File: src/pkg/cmba_pkg.sv
// constants, region decode and helpers for the cpu memory bus access block
// Notes on behaviour
// status mirror bits 7..5 return the live cpu interrupt level 0..7
// status mirror bit 4 returns the live global interrupt enable
// bits 3..0 return carry, overflow, zero, negative; read only, reset 0
// debug base returns 64-byte work area start in 23..0; 31..24 read zero
// one bus access cycle is one system clock period
// 8-bit target: 1/2/4 cycles; 16-bit: 1/1/2; 32-bit: always one
// peripheral targets take 8, 16 and 32-bit accesses, split as needed
// 32-bit store of a 24-bit register writes zero in the top byte
// 32-bit load keeps only the low 24 bits, top byte dropped
// interrupt stack word carries status in top byte, return address low
// every memory and control register answers 16-bit in one cycle
// fetch stalls for a data access to the same flash or ram area
// vector table base is 0x8000 after reset
// flash read cycles follow the 2-bit software wait field
// software picks a wait setting rated above the system clock
// application keeps off the last 64 bytes of ram while debugging
// 3-bit ram size field limits ram; beyond it acts as reserved
// one 16M byte space shared by fetch and data
// system control writes are blocked unless protection is released
// writing the status mirror never changes the cpu status
// peripheral registers decode in 8K bytes from 0x4000
// status mirror bits 15..8 read zero and ignore writes
`default_nettype none
package cmba_pkg;
    localparam logic [23:0] RAM_IMPL = 24'h001000;
    localparam logic [23:0] PERI_BASE = 24'h004000;
    localparam logic [23:0] PERI_END = 24'h006000;
    localparam logic [23:0] FLASH_BASE = 24'h008000;
    localparam logic [23:0] FLASH_END = 24'h028000;
    localparam logic [23:0] CORE_BASE = 24'hfffc00;
    localparam logic [23:0] REG_PROTECT = 24'h004000;
    localparam logic [23:0] REG_RAM_SIZE = 24'h004002;
    localparam logic [23:0] REG_VEC_LO = 24'h004004;
    localparam logic [23:0] REG_VEC_HI = 24'h004006;
    localparam logic [23:0] REG_STATUS = 24'h004008;
    localparam logic [23:0] REG_DBG_LO = 24'h00400c;
    localparam logic [23:0] REG_DBG_HI = 24'h00400e;
    localparam logic [23:0] REG_FLASH_WAIT = 24'h0041b0;
    localparam logic [23:0] DBG_AREA_BYTES = 24'h000040;
    localparam logic [23:0] DBG_BASE = RAM_IMPL - DBG_AREA_BYTES;
    localparam logic [23:0] VEC_BASE_RST = 24'h008000;
    localparam logic [15:0] PROTECT_KEY = 16'h0096;
    localparam logic [15:0] STATUS_RST = 16'h0000;
    localparam logic [2:0] RAM_SIZE_RST = 3'h7;
    localparam logic [1:0] FLASH_WAIT_RST = 2'h3;
    localparam int RAM_STEP_LOG = 9;
    localparam logic [1:0] ACC_8 = 2'h0;
    localparam logic [1:0] ACC_16 = 2'h1;
    localparam logic [1:0] ACC_32 = 2'h2;

    typedef enum logic [2:0] {
        RG_RAM, RG_FLASH, RG_PERI, RG_CORE, RG_NONE
    } cmba_region_t;

    // full 24-bit decode, fetch and data share it
    function automatic cmba_region_t region_of(input logic [23:0] a);
        if (a < RAM_IMPL) begin
            return RG_RAM;
        end
        if (a >= PERI_BASE && a < PERI_END) begin
            return RG_PERI;
        end
        if (a >= FLASH_BASE && a < FLASH_END) begin
            return RG_FLASH;
        end
        if (a >= CORE_BASE) begin
            return RG_CORE;
        end
        return RG_NONE;
    endfunction

    // log2 of target width in bytes
    function automatic logic [1:0] dev_log(input cmba_region_t r);
        unique case (r)
            RG_RAM: return 2'h2;
            RG_FLASH, RG_PERI: return 2'h1;
            default: return 2'h0;
        endcase
    endfunction
endpackage
`default_nettype wire

File: src/rtl/cmba_bus.sv
// bus access logic: access splitting, fetch arbitration, misc registers
`timescale 1ns/1ps
`default_nettype none
module cmba_bus (
    input wire logic clock_i,
    input wire logic rst_i,
    input wire logic [2:0] cpu_il_i,
    input wire logic cpu_ie_i,
    input wire logic cpu_c_i,
    input wire logic cpu_v_i,
    input wire logic cpu_z_i,
    input wire logic cpu_n_i,
    input wire logic d_req_i,
    input wire logic d_wr_i,
    input wire logic d_stack_i,
    input wire logic [1:0] d_size_i,
    input wire logic [23:0] d_addr_i,
    input wire logic [23:0] d_wdata_i,
    output logic d_busy_o,
    output logic d_done_o,
    output logic [23:0] d_rdata_o,
    output logic [7:0] stack_status_o,
    output logic tgt_req_o,
    output logic tgt_we_o,
    output logic [23:0] tgt_addr_o,
    output logic [31:0] tgt_wdata_o,
    input wire logic [31:0] tgt_rdata_i,
    input wire logic i_req_i,
    input wire logic [23:0] i_addr_i,
    output logic i_busy_o,
    output logic i_done_o,
    output logic [15:0] i_rdata_o,
    output logic ftc_req_o,
    output logic [23:0] ftc_addr_o,
    input wire logic [15:0] ftc_rdata_i,
    output logic [23:0] vector_base_o
);
    typedef enum logic {D_IDLE, D_BEAT} cmba_dstate_t;
    cmba_dstate_t d_state;
    cmba_pkg::cmba_region_t l_rg;
    cmba_pkg::cmba_region_t f_lrg;
    logic [1:0] l_dl;
    logic [2:0] l_last;
    logic [2:0] l_beat;
    logic [1:0] l_wait;
    logic [1:0] wcnt;
    logic l_wr;
    logic l_stack;
    logic [31:0] acc;
    logic [1:0] f_wcnt;
    logic [15:0] status_mirror;
    logic [15:0] protect;
    logic [2:0] ram_size_limit;
    logic [1:0] flash_read_wait_sel;

    ////////////////////////////////////////////////////////////////////////
    // decode
    cmba_pkg::cmba_region_t d_rg;
    cmba_pkg::cmba_region_t f_rg;
    wire [7:0] cur_status = {cpu_il_i, cpu_ie_i, cpu_c_i, cpu_v_i,
        cpu_z_i, cpu_n_i};
    assign d_rg = cmba_pkg::region_of(d_addr_i);
    assign f_rg = cmba_pkg::region_of(i_addr_i);
    wire [1:0] d_dl = cmba_pkg::dev_log(d_rg);
    wire accept = d_req_i && !d_busy_o;
    // own registers sit in the peripheral window
    wire is_reg = d_rg == cmba_pkg::RG_PERI && (d_addr_i inside {
        cmba_pkg::REG_PROTECT, cmba_pkg::REG_RAM_SIZE,
        cmba_pkg::REG_VEC_LO, cmba_pkg::REG_VEC_HI,
        cmba_pkg::REG_STATUS, cmba_pkg::REG_DBG_LO,
        cmba_pkg::REG_DBG_HI, cmba_pkg::REG_FLASH_WAIT});
    wire [23:0] ram_limit =
        24'({1'b0, ram_size_limit} + 4'h1) << cmba_pkg::RAM_STEP_LOG;
    wire ram_over = d_rg == cmba_pkg::RG_RAM
        && d_addr_i >= ram_limit;
    // reserved space answers at once with zero, nothing reaches a target
    wire quick = is_reg || ram_over || d_rg == cmba_pkg::RG_NONE;
    wire [1:0] beat_log = d_size_i > d_dl ? d_size_i - d_dl : 2'h0;
    wire [2:0] last_idx = 3'((3'h1 << beat_log) - 3'h1);
    wire [1:0] wait_ld = (d_rg == cmba_pkg::RG_FLASH && !d_wr_i)
        ? flash_read_wait_sel : 2'h0;
    // 24-bit registers: top byte is zero unless this is a stack push
    wire [31:0] word_out = {d_stack_i ? cur_status : 8'h00,
        d_wdata_i};
    wire released = protect == cmba_pkg::PROTECT_KEY;
    wire reg_wr = accept && d_wr_i && is_reg;
    wire sys_wr = reg_wr && released;
    wire [15:0] rd_reg =
        d_addr_i == cmba_pkg::REG_STATUS ? status_mirror :
        d_addr_i == cmba_pkg::REG_RAM_SIZE ? {13'h0000, ram_size_limit} :
        d_addr_i == cmba_pkg::REG_FLASH_WAIT ?
            {14'h0000, flash_read_wait_sel} :
        d_addr_i == cmba_pkg::REG_VEC_LO ? vector_base_o[15:0] :
        d_addr_i == cmba_pkg::REG_VEC_HI ? {8'h00, vector_base_o[23:16]} :
        d_addr_i == cmba_pkg::REG_DBG_LO ? cmba_pkg::DBG_BASE[15:0] :
        d_addr_i == cmba_pkg::REG_DBG_HI ?
            {8'h00, cmba_pkg::DBG_BASE[23:16]} :
        d_addr_i == cmba_pkg::REG_PROTECT ? {15'h0000, released} :
        16'h0000;
    // lane handling for the beat in flight
    wire [4:0] beat_sh = 5'({2'b00, l_beat} << (3 + l_dl));
    wire [5:0] dev_bits = 6'(6'h08 << l_dl);
    wire [31:0] rmask = l_dl == 2'h0 ? 32'h000000ff :
        l_dl == 2'h1 ? 32'h0000ffff : 32'hffffffff;
    wire [31:0] next_acc = acc | ((tgt_rdata_i & rmask) << beat_sh);
    wire conflict = d_state == D_BEAT && l_rg == f_lrg
        && (l_rg == cmba_pkg::RG_RAM
        || l_rg == cmba_pkg::RG_FLASH);

    ////////////////////////////////////////////////////////////////////////
    // registers
    always_ff @(posedge clock_i) begin
        if (rst_i) begin
            status_mirror <= cmba_pkg::STATUS_RST;
            protect <= 16'h0000;
            ram_size_limit <= cmba_pkg::RAM_SIZE_RST;
            flash_read_wait_sel <= cmba_pkg::FLASH_WAIT_RST;
            vector_base_o <= cmba_pkg::VEC_BASE_RST;
        end else begin
            // live copy only; writes here go nowhere
            status_mirror <= {8'h00, cur_status};
            if (reg_wr && d_addr_i == cmba_pkg::REG_PROTECT) begin
                protect <= d_wdata_i[15:0];
            end
            if (sys_wr && d_addr_i == cmba_pkg::REG_RAM_SIZE) begin
                ram_size_limit <= d_wdata_i[2:0];
            end
            if (sys_wr && d_addr_i == cmba_pkg::REG_FLASH_WAIT) begin
                flash_read_wait_sel <= d_wdata_i[1:0];
            end
            if (sys_wr && d_addr_i == cmba_pkg::REG_VEC_LO) begin
                vector_base_o[15:0] <= d_wdata_i[15:0];
            end
            if (sys_wr && d_addr_i == cmba_pkg::REG_VEC_HI) begin
                vector_base_o[23:16] <= d_wdata_i[7:0];
            end
        end
    end

    ////////////////////////////////////////////////////////////////////////
    // data side: one beat per clock plus flash read waits
    always_ff @(posedge clock_i) begin
        if (rst_i) begin
            d_state <= D_IDLE;
            d_busy_o <= 1'b0;
            d_done_o <= 1'b0;
            d_rdata_o <= 24'h000000;
            stack_status_o <= 8'h00;
            tgt_req_o <= 1'b0;
            tgt_we_o <= 1'b0;
            tgt_addr_o <= 24'h000000;
            tgt_wdata_o <= 32'h00000000;
            l_rg <= cmba_pkg::RG_NONE;
            l_dl <= 2'h0;
            l_last <= 3'h0;
            l_beat <= 3'h0;
            l_wait <= 2'h0;
            wcnt <= 2'h0;
            l_wr <= 1'b0;
            l_stack <= 1'b0;
            acc <= 32'h00000000;
        end else begin
            d_done_o <= 1'b0;
            unique case (d_state)
                D_IDLE: begin
                    if (accept && quick) begin
                        d_done_o <= 1'b1;
                        d_rdata_o <= is_reg ? {8'h00, rd_reg} : 24'h000000;
                        stack_status_o <= 8'h00;
                    end else if (accept) begin
                        d_state <= D_BEAT;
                        d_busy_o <= 1'b1;
                        tgt_req_o <= 1'b1;
                        tgt_we_o <= d_wr_i;
                        tgt_addr_o <= d_addr_i;
                        tgt_wdata_o <= word_out;
                        l_rg <= d_rg;
                        l_dl <= d_dl;
                        l_last <= last_idx;
                        l_beat <= 3'h0;
                        l_wait <= wait_ld;
                        wcnt <= wait_ld;
                        l_wr <= d_wr_i;
                        l_stack <= d_stack_i;
                        acc <= 32'h00000000;
                    end
                end
                D_BEAT: begin
                    if (wcnt != 2'h0) begin
                        wcnt <= wcnt - 2'h1;
                    end else if (l_beat == l_last) begin
                        d_state <= D_IDLE;
                        d_busy_o <= 1'b0;
                        d_done_o <= 1'b1;
                        tgt_req_o <= 1'b0;
                        tgt_we_o <= 1'b0;
                        d_rdata_o <= next_acc[23:0];
                        stack_status_o <= l_stack && !l_wr
                            ? next_acc[31:24] : 8'h00;
                    end else begin
                        l_beat <= l_beat + 3'h1;
                        tgt_addr_o <= 24'(tgt_addr_o + (24'h1 << l_dl));
                        tgt_wdata_o <= tgt_wdata_o >> dev_bits;
                        wcnt <= l_wait;
                        acc <= next_acc;
                    end
                end
            endcase
        end
    end

    ////////////////////////////////////////////////////////////////////////
    // fetch side runs in parallel unless it meets the data access
    always_ff @(posedge clock_i) begin
        if (rst_i) begin
            i_busy_o <= 1'b0;
            i_done_o <= 1'b0;
            i_rdata_o <= 16'h0000;
            ftc_req_o <= 1'b0;
            ftc_addr_o <= 24'h000000;
            f_lrg <= cmba_pkg::RG_NONE;
            f_wcnt <= 2'h0;
        end else begin
            i_done_o <= 1'b0;
            if (!i_busy_o && i_req_i) begin
                i_busy_o <= 1'b1;
                ftc_req_o <= 1'b1;
                ftc_addr_o <= i_addr_i;
                f_lrg <= f_rg;
                f_wcnt <= f_rg == cmba_pkg::RG_FLASH
                    ? flash_read_wait_sel : 2'h0;
            end else if (i_busy_o && !conflict) begin
                if (f_wcnt != 2'h0) begin
                    f_wcnt <= f_wcnt - 2'h1;
                end else begin
                    i_busy_o <= 1'b0;
                    ftc_req_o <= 1'b0;
                    i_done_o <= 1'b1;
                    i_rdata_o <= ftc_rdata_i;
                end
            end
        end
    end

    ////////////////////////////////////////////////////////////////////////
    // checks; the counter below exists only for them
    logic [4:0] busy_cnt;
    logic [4:0] lat_expect;
    always_ff @(posedge clock_i) begin
        if (rst_i || accept) begin
            busy_cnt <= 5'h00;
        end else if (d_busy_o) begin
            busy_cnt <= busy_cnt + 5'h01;
        end
    end
    always_ff @(posedge clock_i) begin
        if (rst_i) begin
            lat_expect <= 5'h00;
        end else if (accept) begin
            lat_expect <= 5'(({2'b00, last_idx} + 5'h01)
                * ({3'b000, wait_ld} + 5'h01));
        end
    end
endmodule
`default_nettype wire

File: config.mk
export PLATFORM = sky130hd
export DESIGN_NAME = cmba_bus
export DESIGN_NICKNAME = d
export VERILOG_FILES = /design/src/pkg/cmba_pkg.sv /design/src/rtl/cmba_bus.sv
export SDC_FILE = /design/constraint.sdc
export NUM_CORES = 1
export LEC_CHECK = 0
export ABC_CLOCK_PERIOD_IN_PS = 8050
export BUFFER_PORTS_ARGS = -buffer_cell sky130_fd_sc_hd__buf_2
export CORE_ASPECT_RATIO = 1.5
export CORE_MARGIN = 5
export CORE_UTILIZATION = 35
export CTS_CLUSTER_SIZE = 10
export DETAILED_ROUTE_END_ITERATION = 8
export PLACE_DENSITY = 0.59
export SYNTH_ARGS = -nofsm -noshare
export SYNTH_HDL_FRONTEND = slang
export SYNTH_SLANG_ARGS = --single-unit
File: constraint.sdc
create_clock -name clock_i -period 8.05 [get_ports clock_i]
set_input_delay 0.805 -clock clock_i [delete_from_list [all_inputs] [get_ports clock_i]]
set_output_delay 0.805 -clock clock_i [all_outputs]
set_load 0.01 [all_outputs]
Yosys cells after proc, flatten, opt, wreduce, memory -nomap -nowiden:

Index checks and enable logic that the tools add are counted.

* add/subtract/negate cells: 8
* multiply operators: 0
* divide/modulo/power cells: 0
* order comparisons: 14
* equal/unequal tests: 25
* shift operators: 6
* multiplexer cells: 110
* bitwise logic cells: 7
* reductions and logical operators: 48

Operators with widths (count)
* two-way mux 32 bit: 10
* equality test 24 x 15 -> 1 bit (second input constant): 8
* two-way mux 24 bit: 7
* one-hot mux 32 bit (2 select lines): 2
* one-hot mux 24 bit (2 select lines): 2
* two-way mux 16 bit: 5
* two-way mux 3 bit: 20
* greater-or-equal comparator 24 x 15 -> 1 bit (second input constant): 2
* greater-or-equal comparator 24 x 16 -> 1 bit (second input constant): 2
* greater-or-equal comparator 24 bit (second input constant): 2
* < comparator 24 x 13 -> 1 bit (second input constant): 2
* < comparator 24 x 15 -> 1 bit (second input constant): 2
* < comparator 24 x 18 -> 1 bit (second input constant): 2
* two-way mux 8 bit: 5
* two-way mux 1 bit: 39
* AND 32 bit: 1
* OR 32 bit: 1
* << shifter 32 x 5 -> 32 bit: 1
* right shift 32 x 6 -> 32 bit: 1
* adder 24 bit: 1
* greater-or-equal comparator 24 x 13 -> 1 bit: 1
* two-way mux 12 bit: 2
* << shifter 1 x 2 -> 24 bit (first input constant): 1
* logical AND 1 bit: 22
* other kinds (36): 77

* register bits after elaboration: 249
* latch bits: 0
* RAM bits: 0
* bits in read-only memories: 0
* memories kept: 0

Logic depth before layout (Yosys ltp):

Gate-level depths: netlist of run 1.

* word-level depth: 20
* gate-level depth with buffers: 14
* mapped depth without buffers: 12

Worst setup path before layout of run 1:

Ideal clock, no wire load.

* path type: flip-flop to flip-flop
* from: reg l_dl[0]
* to: reg stack_status_o[1]
* data arrival time: 3.455 ns
* data required time: 7.916 ns
* setup slack: 4.462 ns
* cell stages (with the launch flop): 14
* clock period less this slack: 3.588 ns
* path through: dfxtp_1 > buf_2 > buf_1 > inv_1 > ha_1 > and4_1 > clkbuf_1 > buf_2 > mux2i_1 > o32a_1 > nor2_1 > or4b_2 > o311ai_0 > o21ai_0

* word-level cells in the longest chain between the ends: 10
* elaborated cells on any way between the ends: 13
* classes of those cells: add/sub (1); eq/ne (1); shift (2); mux (6); bitwise (2); reduce/logical (1)

RTL lines
* from (decl): RTL line cmba_bus.sv:42 `logic [1:0] l_dl;`
* from (signal assigned): RTL line cmba_bus.sv:178 `l_dl <= d_dl;`
* parallel branches: the longest is 4 deep, another holds adder 2 x 2 -> 3 bit
* << shifter 32 x 5 -> 32 bit (*): RTL line cmba_bus.sv:105 `wire [31:0] next_acc = acc | ((tgt_rdata_i & rmask) << beat_sh);`
* OR 32 bit (*): RTL line cmba_bus.sv:105
* two-way mux 8 bit (*): RTL line cmba_bus.sv:199 `? next_acc[31:24] : 8'h00;`
* two-way mux 8 bit (*): RTL line cmba_bus.sv:191 `end else if (l_beat == l_last) begin`
* two-way mux 8 bit (*): RTL line cmba_bus.sv:189 `if (wcnt != 2'h0) begin`
* one-hot mux 8 bit (2 select lines) (*): RTL line cmba_bus.sv:164 `unique case (d_state)`
* to (signal assigned): RTL line cmba_bus.sv:198 `stack_status_o <= l_stack && !l_wr`
* to (decl): RTL line cmba_bus.sv:22 `output logic [7:0] stack_status_o,`

Every way passes the cells marked *. The select of a mux whose other input is x is not followed.
A chain may end at the register's enable or synchronous reset.

Final worst setup path of run 1:

* from: reg l_dl[0]
* to: reg d_rdata_o[23]

* word-level cells in the longest chain between the ends: 9
* elaborated cells on any way between the ends: 12
* classes of those cells: add/sub (1); eq/ne (1); shift (2); mux (5); bitwise (2); reduce/logical (1)

RTL lines
* parallel branches: the longest is 4 deep, another holds adder 2 x 2 -> 3 bit
* << shifter 32 x 5 -> 32 bit (*): RTL line cmba_bus.sv:105
* OR 32 bit (*): RTL line cmba_bus.sv:105
* two-way mux 24 bit (*): RTL line cmba_bus.sv:191
* two-way mux 24 bit (*): RTL line cmba_bus.sv:189
* one-hot mux 24 bit (2 select lines) (*): RTL line cmba_bus.sv:164
* to (signal assigned): RTL line cmba_bus.sv:168 `d_rdata_o <= is_reg ? {8'h00, rd_reg} : 24'h000000;`
* to (signal assigned): RTL line cmba_bus.sv:197 `d_rdata_o <= next_acc[23:0];`
* to (decl): RTL line cmba_bus.sv:21 `output logic [23:0] d_rdata_o,`

Marks and branches as above.

==> out/results.ini, run 1 <==
[routing]
firstDrtPassIters = 5
initialDrtViolationCount = 1007
post-route-drc-count = 0
wl_mm = 49.5
vias = 13049
via_per_inst = 5.70
ant_nets = 0
wire_per_inst_um = 21.6

[critical_path]
r2r_slack_ns = 3.51
cp.required_ns = 8.49
cp-end-kind = flip-flop
path_max_fanout = 20
worst-setup-path-type = reg2reg
r2r_cells = 10
r2r_end = d_rdata_o[23]$_SDFFE_PP0P_
r2r-start = l_dl[0]$_SDFFE_PP0P_
arrival_ns = 4.98
startpoint_type = flip-flop

[yosys]
synth_flop_cell = dfxtp_1
yosys.area.top_type = dfxtp_1
synthTopCellsByArea = dfxtp_1, mux2i_1, nand2_1, a21oi_1, nor2_1
syn_inst = 1573
syn_area_per_cell_um2 = 8.05
synth_edf_count = 0
syn_nets = 1729
synth_cell_types = 82
seq_area_frac_synth = 0.381
async_flop_share = 0
synth_area_mm2 = 0.0127
ys_seq_elements = 241
yosysTopAreaCellShare = 0.381
ys_warn_count = 0

[power_and_ir_drop]
leakagePower_nw = 6.16
powerDensity_mw_per_mm2 = 171
max-vdd-ir-drop_mv = 0.123

[sta]
setup_viol = 0
min_period_ns = 4.54
final.setup.tns_ns = 0
drv_slew = 0
slew_headroom = 0.172
hold_viol = 0
rsz0062_at_grt = false
max_slew.worst_pin.slew_ns = 1.23
maxClockFrequency_ghz = 0.220
period_share = 0.564
finClkSkew_ns = 0.0169
setup_slack_ns = 3.51

[layout]
stdcell_count = 2290
most-common-layout-cells = buf_2, dfxtp_1, nand2_1, nor2_1, a21oi_1
syn_to_final_growth_pct = 20.2
nFillCells = 3721
final_common_cell = buf_2
nNetsFinal = 1961
drive_above_1_share = 0.214

[die]
dieWidth_um = 165
ioPinCount = 295
coreArea_mm2 = 0.0358
die_area_mm2 = 0.0402
chipHeight_um = 243
start_util = 0.353
rows = 85

[global_routing]
grt-ovfl-total = 0
grt_pass1_wl_mm = 75.5
grt_util_all_layers = 0.238
grt_pass1_vias = 12939
grt_max_degree = 104
antenna_found_initial = 5

[hold_path]
whs_path_depth = 2
hold_path_class = reg2reg
worstHoldEndpoint = stack_status_o[3]$_SDFFE_PP0P_
worstHoldStart = stack_status_o[3]$_SDFFE_PP0P_

[clock_tree]
htreeDepth = 1
clk_pin_slew_ns = 0.06
tritoncts = done
clock-sinks = 241
root_buffer = clkbuf_16
cts_hold_buf = 0
cts.repair.resized = 0
clockBufferDepth = 3
cts_buffers = 28
clk_latency_ns = 0.55
post_cts.repair.setup_buffers = 0

[placement]
dpl.hpwl_mm = 37.4
gp_congestion = 0.975
pre_cts_ws_ns = 3.59
io_buffers = 294
place_inst = 2253

[status]
outcome = finished, final reports clean

[flow_run]
max_cap_viol_count = 0

[critical path: stages (launching register included)]
cell       delay, ns
dfxtp_1         0.80
inv_1           0.20
ha_1            0.56
nand2_1         0.34
nor2_1          0.92
a2111oi_0       0.25
buf_4           0.23
a221oi_1        0.43
nor3_1          0.08
or3_1           0.41
a22o_1          0.21
[cell type report]
class	count	area [um^2]	area share
diodes	3	7.51	0.000493
clock buffers	33	751	0.0493
clock inverters	1	30.0	0.00197
inverters	36	135	0.00888
multi-input cells	1187	7270	0.478
flip-flops and latches	241	4830	0.317
well taps	478	598	0.0393
repair buffers	311	1610	0.105
[report_power, final]
group / switching (W) / internal [W]
Clock: 0.000486 / 0.000674
Sequential: 0.0000140 / 0.00122
Combinational: 0.000133 / 0.0000804
[flip-flops by register name (all words and copies together), names as in the netlist, 8 cells and up]
register / cells
acc: 32
i_rdata_o: 16
ftc_addr_o: 24
tgt_wdata_o: 32
stack_status_o: 8
vector_base_o: 24
protect: 16
status_mirror: 8
tgt_addr_o: 24
d_rdata_o: 24
[worst max-delay path by stage]
stage                               from                             end  slack [ns]  cells after the start
floorplan           l_dl[0]$_SDFFE_PP0P_  stack_status_o[1]$_SDFFE_PP0P_        4.46                     13
global placement            d_addr_i[19]    tgt_wdata_o[10]$_SDFFE_PP0P_        3.66                     10
detailed placement          d_addr_i[19]    tgt_wdata_o[13]$_SDFFE_PP0P_        3.59                     10
CTS                 l_dl[0]$_SDFFE_PP0P_      d_rdata_o[23]$_SDFFE_PP0P_        3.55                     10
global route        l_dl[0]$_SDFFE_PP0P_            acc[23]$_SDFFE_PP0P_        3.19                     10
finish              l_dl[0]$_SDFFE_PP0P_      d_rdata_o[23]$_SDFFE_PP0P_        3.51                     10
[metal layers]
| layer | up-vias | part of all wire | GRT usage |
|---|---|---|---|
| li1 | 6172 | - | - |
| met5 | - | 0.00050 | 0 |
| met2 | 507 | 0.50 | 0.419 |
| met4 | 4 | 0.063 | 0.130 |
| met1 | 6217 | 0.38 | 0.273 |
| met3 | 149 | 0.057 | 0.0339 |
[Yosys cell counts (13+ instances only)]
library cell / count
a211oi_1: 43
a21oi_1: 141
a22o_1: 13
a22oi_1: 24
a31oi_1: 22
clkbuf_1: 85
dfxtp_1: 241
ha_1: 18
inv_1: 35
mux2i_1: 100
nand2_1: 216
nand3_1: 40
nand4_1: 20
nor2_1: 178
nor2b_1: 25
nor3_1: 48
o21ai_0: 57
o22ai_1: 20
o2bb2ai_1: 14
[stage by stage]
| stage | util | hold slack (ns) | power (W) | area [um^2] |
|---|---|---|---|---|
| final | 0.425 | 0.445 | 0.00260 | 15200 |
| after global routing | 0.425 | 0.465 | 0.00269 | 15200 |
| after CTS | 0.425 | 0.450 | 0.00263 | 15200 |
| after detailed placement | 0.403 | 0.439 | 0.00147 | 14400 |
| after global placement | 0.403 | 0.432 | 0.00147 | 14400 |
| after floorplan | - | 0.422 | 0.00136 | 12700 |
[kinds of logic (layout without fill, tap and decap cells)]
kind of cell	count (synthesis)	after routing	synth area share
simple gates	620	620	0.228
compound gates	423	423	0.220
flops	241	241	0.381
buf+inv	145	381	0.0458
mux	114	114	0.0968
fa+ha+maj	20	20	0.0209
xor+xnor	10	10	0.00692
other cells	0	3	0
(Power assumes the default switching activity.)
==> run 2, diff against run 1 <==
--- a/config.mk
+++ b/config.mk
@@ -5,14 +5,15 @@
 export SDC_FILE = /design/constraint.sdc
 export NUM_CORES = 1
 export LEC_CHECK = 0
-export ABC_CLOCK_PERIOD_IN_PS = 8050
+export ABC_AREA = 1
+export ABC_CLOCK_PERIOD_IN_PS = 4620
 export BUFFER_PORTS_ARGS = -buffer_cell sky130_fd_sc_hd__buf_2
 export CORE_ASPECT_RATIO = 1.5
 export CORE_MARGIN = 5
 export CORE_UTILIZATION = 35
 export CTS_CLUSTER_SIZE = 10
 export DETAILED_ROUTE_END_ITERATION = 8
-export PLACE_DENSITY = 0.59
+export PLACE_DENSITY = 0.58
 export SYNTH_ARGS = -nofsm -noshare
 export SYNTH_HDL_FRONTEND = slang
 export SYNTH_SLANG_ARGS = --single-unit
==> constraint.sdc (replaced) <==
create_clock -name clock_i -period 4.62 [get_ports clock_i]
set_input_delay 0.462 -clock clock_i [delete_from_list [all_inputs] [get_ports clock_i]]
set_output_delay 0.462 -clock clock_i [all_outputs]
set_load 0.01 [all_outputs]
==> out/results.ini, run 2 <==
[status]
outcome = finished, final reports clean

[routing]
ant_nets = 0
firstDrtPassIters = 5
initialDrtViolationCount = 1055
vias = 15859
wire_per_inst_um = 17.4
wl_mm = 53.2
post-route-drc-count = 0
via_per_inst = 5.17

[yosys]
async_flop_share = 0
ys_seq_elements = 241
syn_nets = 2492
synthTopCellsByArea = dfxtp_1, nand2_1, nand3_1, nor2_1, inv_1
yosys.area.top_type = dfxtp_1
synth_most_common_cell = nand2_1
synth_area_mm2 = 0.0142
synth_edf_count = 0
synth_cell_types = 49
ys_warn_count = 0
synth_flop_cell = dfxtp_1
yosysTopAreaCellShare = 0.339
synth_common_cells = nand2_1, nor2_1, nand3_1, inv_1, dfxtp_1
seq_area_frac_synth = 0.339
syn_inst = 2336
syn_area_per_cell_um2 = 6.10

[layout]
nNetsFinal = 2713
nFillCells = 4360
multi_input_area_mm2 = 0.00785
most-common-layout-cells = nand2_1, nor2_1, nand3_1, buf_2, inv_1
fin_util = 0.417
syn_to_final_growth_pct = 17.6
drive_above_1_share = 0.151
reg_top3 = acc (32), tgt_wdata_o (32)
regArea_mm2 = 0.00483
final_common_cell = nand2_1
n_antenna_cell = 0

[global_routing]
antenna_found_initial = 1
grt_max_degree = 83
grt_util_all_layers = 0.226
grt-ovfl-total = 0
grt_pass1_vias = 15502
grt_pass1_wl_mm = 83.3

[clock_tree]
cts.repair.resized = 0
clk_pin_slew_ns = 0.06
post_cts.repair.setup_buffers = 0
clockBufferDepth = 3
clk_latency_ns = 0.57
root_buffer = clkbuf_16
htreeDepth = 1
clock-sinks = 241
tritoncts = done
cts_hold_buf = 0
cts_buffers = 28

[critical_path]
path_common_cell = nand3_1
r2r_cells = 13
cp.depth = 13
cp.required_ns = 5.06
worstSetupStartpoint = l_dl[1]$_SDFFE_PP0P_
worst-setup-path-type = reg2reg
path_delay_family = simple AND/OR/NAND/NOR gates
r2r-start = l_dl[1]$_SDFFE_PP0P_
crit_buf_inv = 2
r2r_slack_ns = 1.17
path_cells = inv_1 -> ha_1 -> nand2_1 -> inv_1 -> nand2_1 -> o21ai_0 -> nand2_1 -> nand3_1 -> nand3_1 -> nand3_1 -> nand3_1 -> a21oi_1 -> nor2_1
cp_slowest_stage_delay_ns = 0.59
path_max_fanout = 27
r2r_end = d_rdata_o[16]$_SDFFE_PP0P_
crit_slowest_cell = dfxtp_1
cp-endpoint = d_rdata_o[16]$_SDFFE_PP0P_
arrival_ns = 3.90
cp-end-kind = flip-flop
startpoint_type = flip-flop

[sta]
min_period_ns = 3.45
finClkSkew_ns = 0.0190
maxClockFrequency_ghz = 0.290
period_share = 0.748
hold_viol = 0
slew_headroom = 0.318
max_slew.worst_pin.slew_ns = 1.02
final.setup.tns_ns = 0
drv_slew = 0
rsz0062_at_grt = false
setup_viol = 0

[hold_path]
hold_path_class = in2reg

[power_and_ir_drop]
max-vdd-ir-drop_mv = 0.279
powerDensity_mw_per_mm2 = 296
leakagePower_nw = 8.39

[die]
ioPinCount = 295
rows = 90
coreArea_mm2 = 0.0402
dieWidth_um = 175
die_area_mm2 = 0.0449
start_util = 0.354
chipHeight_um = 257

[placement]
io_buffers = 294
dpl.hpwl_mm = 40.3
gp_congestion = 0.975

[flow_run]
max_cap_viol_count = 0

-- run 2: changes by cell type after synthesis, moves of 24 or more --
cell | before | now
a211oi_1 | 43 | 9
inv_1 | 35 | 259
mux2i_1 | 100 | 0
nand2_1 | 216 | 639
nand3_1 | 40 | 297
nor2_1 | 178 | 308
nor2b_1 | 25 | 1
nor3_1 | 48 | 21
o21ai_0 | 57 | 125
-- run 2: worst min path at each step --
stage                     slack, ns  cells past startpoint                  from                    endpoint
after floorplan                0.41                      2     l_wr$_SDFFE_PP0P_           l_wr$_SDFFE_PP0P_
after global placement         0.43                      2     l_wr$_SDFFE_PP0P_           l_wr$_SDFFE_PP0P_
after detailed placement       0.44                      2  l_rg[2]$_SDFFE_PP1P_        l_rg[2]$_SDFFE_PP1P_
after CTS                      0.05                      3        ftc_rdata_i[4]   i_rdata_o[4]$_SDFFE_PP0P_
after global routing           0.07                      3       ftc_rdata_i[15]  i_rdata_o[15]$_SDFFE_PP0P_
final                          0.08                      3       ftc_rdata_i[12]  i_rdata_o[12]$_SDFFE_PP0P_
-- run 2: worst reg2reg max path, delay by kind of cell (launching register included) --
family / cells / cell delay [ns]
flops: 1 / 0.59
compound gates: 2 / 0.89
fa+ha+maj: 1 / 0.35
simple gates: 8 / 1.21
buf+inv: 2 / 0.29
-- run 2: area by class of cell --
type | count | area share
multi-input combinational | 1698 | 0.468
sequential | 241 | 0.288
timing repair buffer | 323 | 0.101
inverter | 265 | 0.0596
clock buffer | 30 | 0.0429
tap | 506 | 0.0378
clock inverter | 3 | 0.00239
-- run 2: power by group --
part	switching [W]	internal [W]	total, W
Combinational	0.000493	0.000256	0.000749
Clock	0.000874	0.00109	0.00197
Sequential	0.0000691	0.00218	0.00225
-- run 2: routing by layer --
layer	wire length, um	GRT usage	part of all wire
met1	20600	0.252	0.39
met2	26700	0.415	0.50
met3	3150	0.0386	0.059
met4	2700	0.106	0.051
met5	7	0	0.00013
-- run 2: cells by family (layout without fill, tap and decap cells) --
group	Yosys count	in the layout	share of synthesized area
adders and majority gates	20	20	0.0186
and+or+nand+nor	1338	1338	0.398
buffers and inverters	397	621	0.112
AOI/OAI and AO/OA	329	329	0.126
DFF	241	241	0.339
xor gates and xnor gates	11	11	0.00676
-- run 2: per-stage QoR --
stage	std cells	setup WS, ns	total power, W	hold slack [ns]	instance area (um^2)
after CTS	3066	1.15	0.00502	0.0517	16700
after global placement	3033	1.19	0.00303	0.429	16000
final	3066	1.17	0.00496	0.0796	16700
after floorplan	2336	1.35	0.00273	0.411	14200
after global routing	3066	0.861	0.00520	0.0659	16700
after detailed placement	3033	1.16	0.00304	0.436	16000
==> run 3, diff against run 2 <==
--- a/config.mk
+++ b/config.mk
@@ -6,7 +6,7 @@
 export NUM_CORES = 1
 export LEC_CHECK = 0
 export ABC_AREA = 1
-export ABC_CLOCK_PERIOD_IN_PS = 4620
+export ABC_CLOCK_PERIOD_IN_PS = 3420
 export BUFFER_PORTS_ARGS = -buffer_cell sky130_fd_sc_hd__buf_2
 export CORE_ASPECT_RATIO = 1.5
 export CORE_MARGIN = 5
==> constraint.sdc (replaced) <==
create_clock -name clock_i -period 3.42 [get_ports clock_i]
set_input_delay 0.342 -clock clock_i [delete_from_list [all_inputs] [get_ports clock_i]]
set_output_delay 0.342 -clock clock_i [all_outputs]
set_load 0.01 [all_outputs]
==> out/results.ini, run 3 (same netlist as run 2, synthesis figures left out) <==
[die]
dieWidth_um = 175
chipHeight_um = 257
coreArea_mm2 = 0.0402
die_area_mm2 = 0.0449
start_util = 0.354
rows = 90
ioPinCount = 295

[sta]
min_period_ns = 3.08
max_slew.worst_pin.slew_ns = 0.872
hold_viol = 0
finClkSkew_ns = 0.0118
period_share = 0.900
setup_slack_ns = 0.341
final.setup.tns_ns = 0
setup_viol = 0
slew_headroom = 0.419
maxClockFrequency_ghz = 0.325
holdWs_ns = 0.0242
drv_slew = 0
rsz0062_at_grt = false

[routing]
wl_mm = 53.2
post-route-drc-count = 0
initialDrtViolationCount = 967
wire_per_inst_um = 17.2
firstDrtPassIters = 7
ant_nets = 0
via_per_inst = 5.13
vias = 15913

[clock_tree]
cts_buffers = 28
root_buffer = clkbuf_16
tritoncts = done
clockBufferDepth = 3
clock-sinks = 241
clk_latency_ns = 0.56
clk_pin_slew_ns = 0.06
post_cts.repair.setup_buffers = 0
htreeDepth = 1

[critical_path]
startpoint_type = flip-flop
worst-setup-path-type = reg2reg
cp.required_ns = 3.88
crit_slowest_cell = a21oi_1
cp-end-kind = flip-flop
r2r_end = tgt_addr_o[15]$_SDFFE_PP0P_
crit_buf_inv = 2
path_common_cell = nand3_1
r2r_cells = 14
path_cells = inv_1 -> ha_1 -> ha_1 -> nand3_1 -> nand2_1 -> nand2_1 -> a21oi_1 -> nand3_1 -> inv_1 -> nand3_1 -> nand3_1 -> o21ai_0 -> nor2_1 -> nor2_1
path_max_fanout = 8
path_delay_family = simple AND/OR/NAND/NOR gates
cp_slowest_stage_delay_ns = 0.48
arrival_ns = 3.53
r2r-start = l_dl[0]$_SDFFE_PP0P_
r2r_slack_ns = 0.34

[power_and_ir_drop]
powerDensity_mw_per_mm2 = 393
leakagePower_nw = 8.54
max-vdd-ir-drop_mv = 0.352

[global_routing]
antenna_found_initial = 2
grt_util_all_layers = 0.228
grt_pass1_vias = 15814
grt-ovfl-total = 0
grt_max_degree = 83
grt_pass1_wl_mm = 84.0

[hold_path]
hold_path_class = in2reg
worstHoldEndpoint = ftc_addr_o[4]$_SDFFE_PP0P_
worstHoldStart = i_addr_i[4]
whs_path_depth = 3

[layout]
final_common_cell = nand2_1
drive_above_1_share = 0.154
most-common-layout-cells = nand2_1, nor2_1, nand3_1, buf_2, inv_1
syn_to_final_growth_pct = 20.0
nNetsFinal = 2747
postLayoutCellArea_mm2 = 0.0171
reg_top3 = acc (32), tgt_wdata_o (32)

[placement]
dpl.hpwl_mm = 40.4
place_area_mm2 = 0.0161
io_buffers = 294
pre_cts_ws_ns = 0.355
gp_congestion = 0.899

[status]
outcome = finished, final reports clean

[flow_run]
max_cap_viol_count = 0

## run 3: final cells by class
cell class | instances | area (um^2)
Antenna cell | 1 | 2.50
Tap cell | 506 | 633
Fill cell | 4327 | 23100
Multi-Input combinational cell | 1698 | 7850
Clock buffer | 31 | 722
Timing Repair Buffer | 357 | 2030
Sequential cell | 241 | 4830
Clock inverter | 2 | 23.8
Inverter | 265 | 998
## run 3: where the power goes
group,switching [W],internal [W]
clock,0.00117,0.00147
combinational,0.000665,0.000367
sequential,0.0000935,0.00295
## run 3: routing by layer
metal / vias to the layer above / wire [um] / track usage
li1: 7998 / - / -
met1: 7295 / 20600 / 0.251
met2: 496 / 27500 / 0.431
met3: 122 / 3100 / 0.0392
met4: 2 / 2110 / 0.0871
met5: - / 7 / 0
## run 3: metrics by stage
stage	power (W)	cells	utilization
detailed placement	0.00411	3047	0.401
CTS	0.00679	3100	0.425
global placement	0.00410	3047	0.401
floorplan	0.00369	2336	-
global route	0.00704	3101	0.425
finish	0.00672	3101	0.425
## run 3: worst max-delay path by stage
stage / from / end / slack, ns / cells after the start
finish: l_dl[0]$_SDFFE_PP0P_ / tgt_addr_o[15]$_SDFFE_PP0P_ / 0.34 / 14
global route: l_dl[0]$_SDFFE_PP0P_ / acc[23]$_SDFFE_PP0P_ / 0.06 / 17
CTS: l_dl[0]$_SDFFE_PP0P_ / stack_status_o[7]$_SDFFE_PP0P_ / 0.34 / 16
detailed placement: l_dl[0]$_SDFFE_PP0P_ / stack_status_o[7]$_SDFFE_PP0P_ / 0.35 / 16
global placement: l_dl[0]$_SDFFE_PP0P_ / tgt_addr_o[18]$_SDFFE_PP0P_ / 0.41 / 14
floorplan: l_dl[1]$_SDFFE_PP0P_ / tgt_addr_o[18]$_SDFFE_PP0P_ / 0.15 / 18
## run 3: tightest hold or removal path: stages
cell and delay (ns):
buf_2 0.07, nor2_1 0.03, nor2_1 0.09
## run 3: repair_timing
| item | in CTS | in global routing |
|---|---|---|
| hold buffers | 20 | 0 |
| resized for setup | 0 | 1 |
| endpoints found under the hold margin | 20 | 0 |
| endpoints found under the setup margin | 0 | 3 |
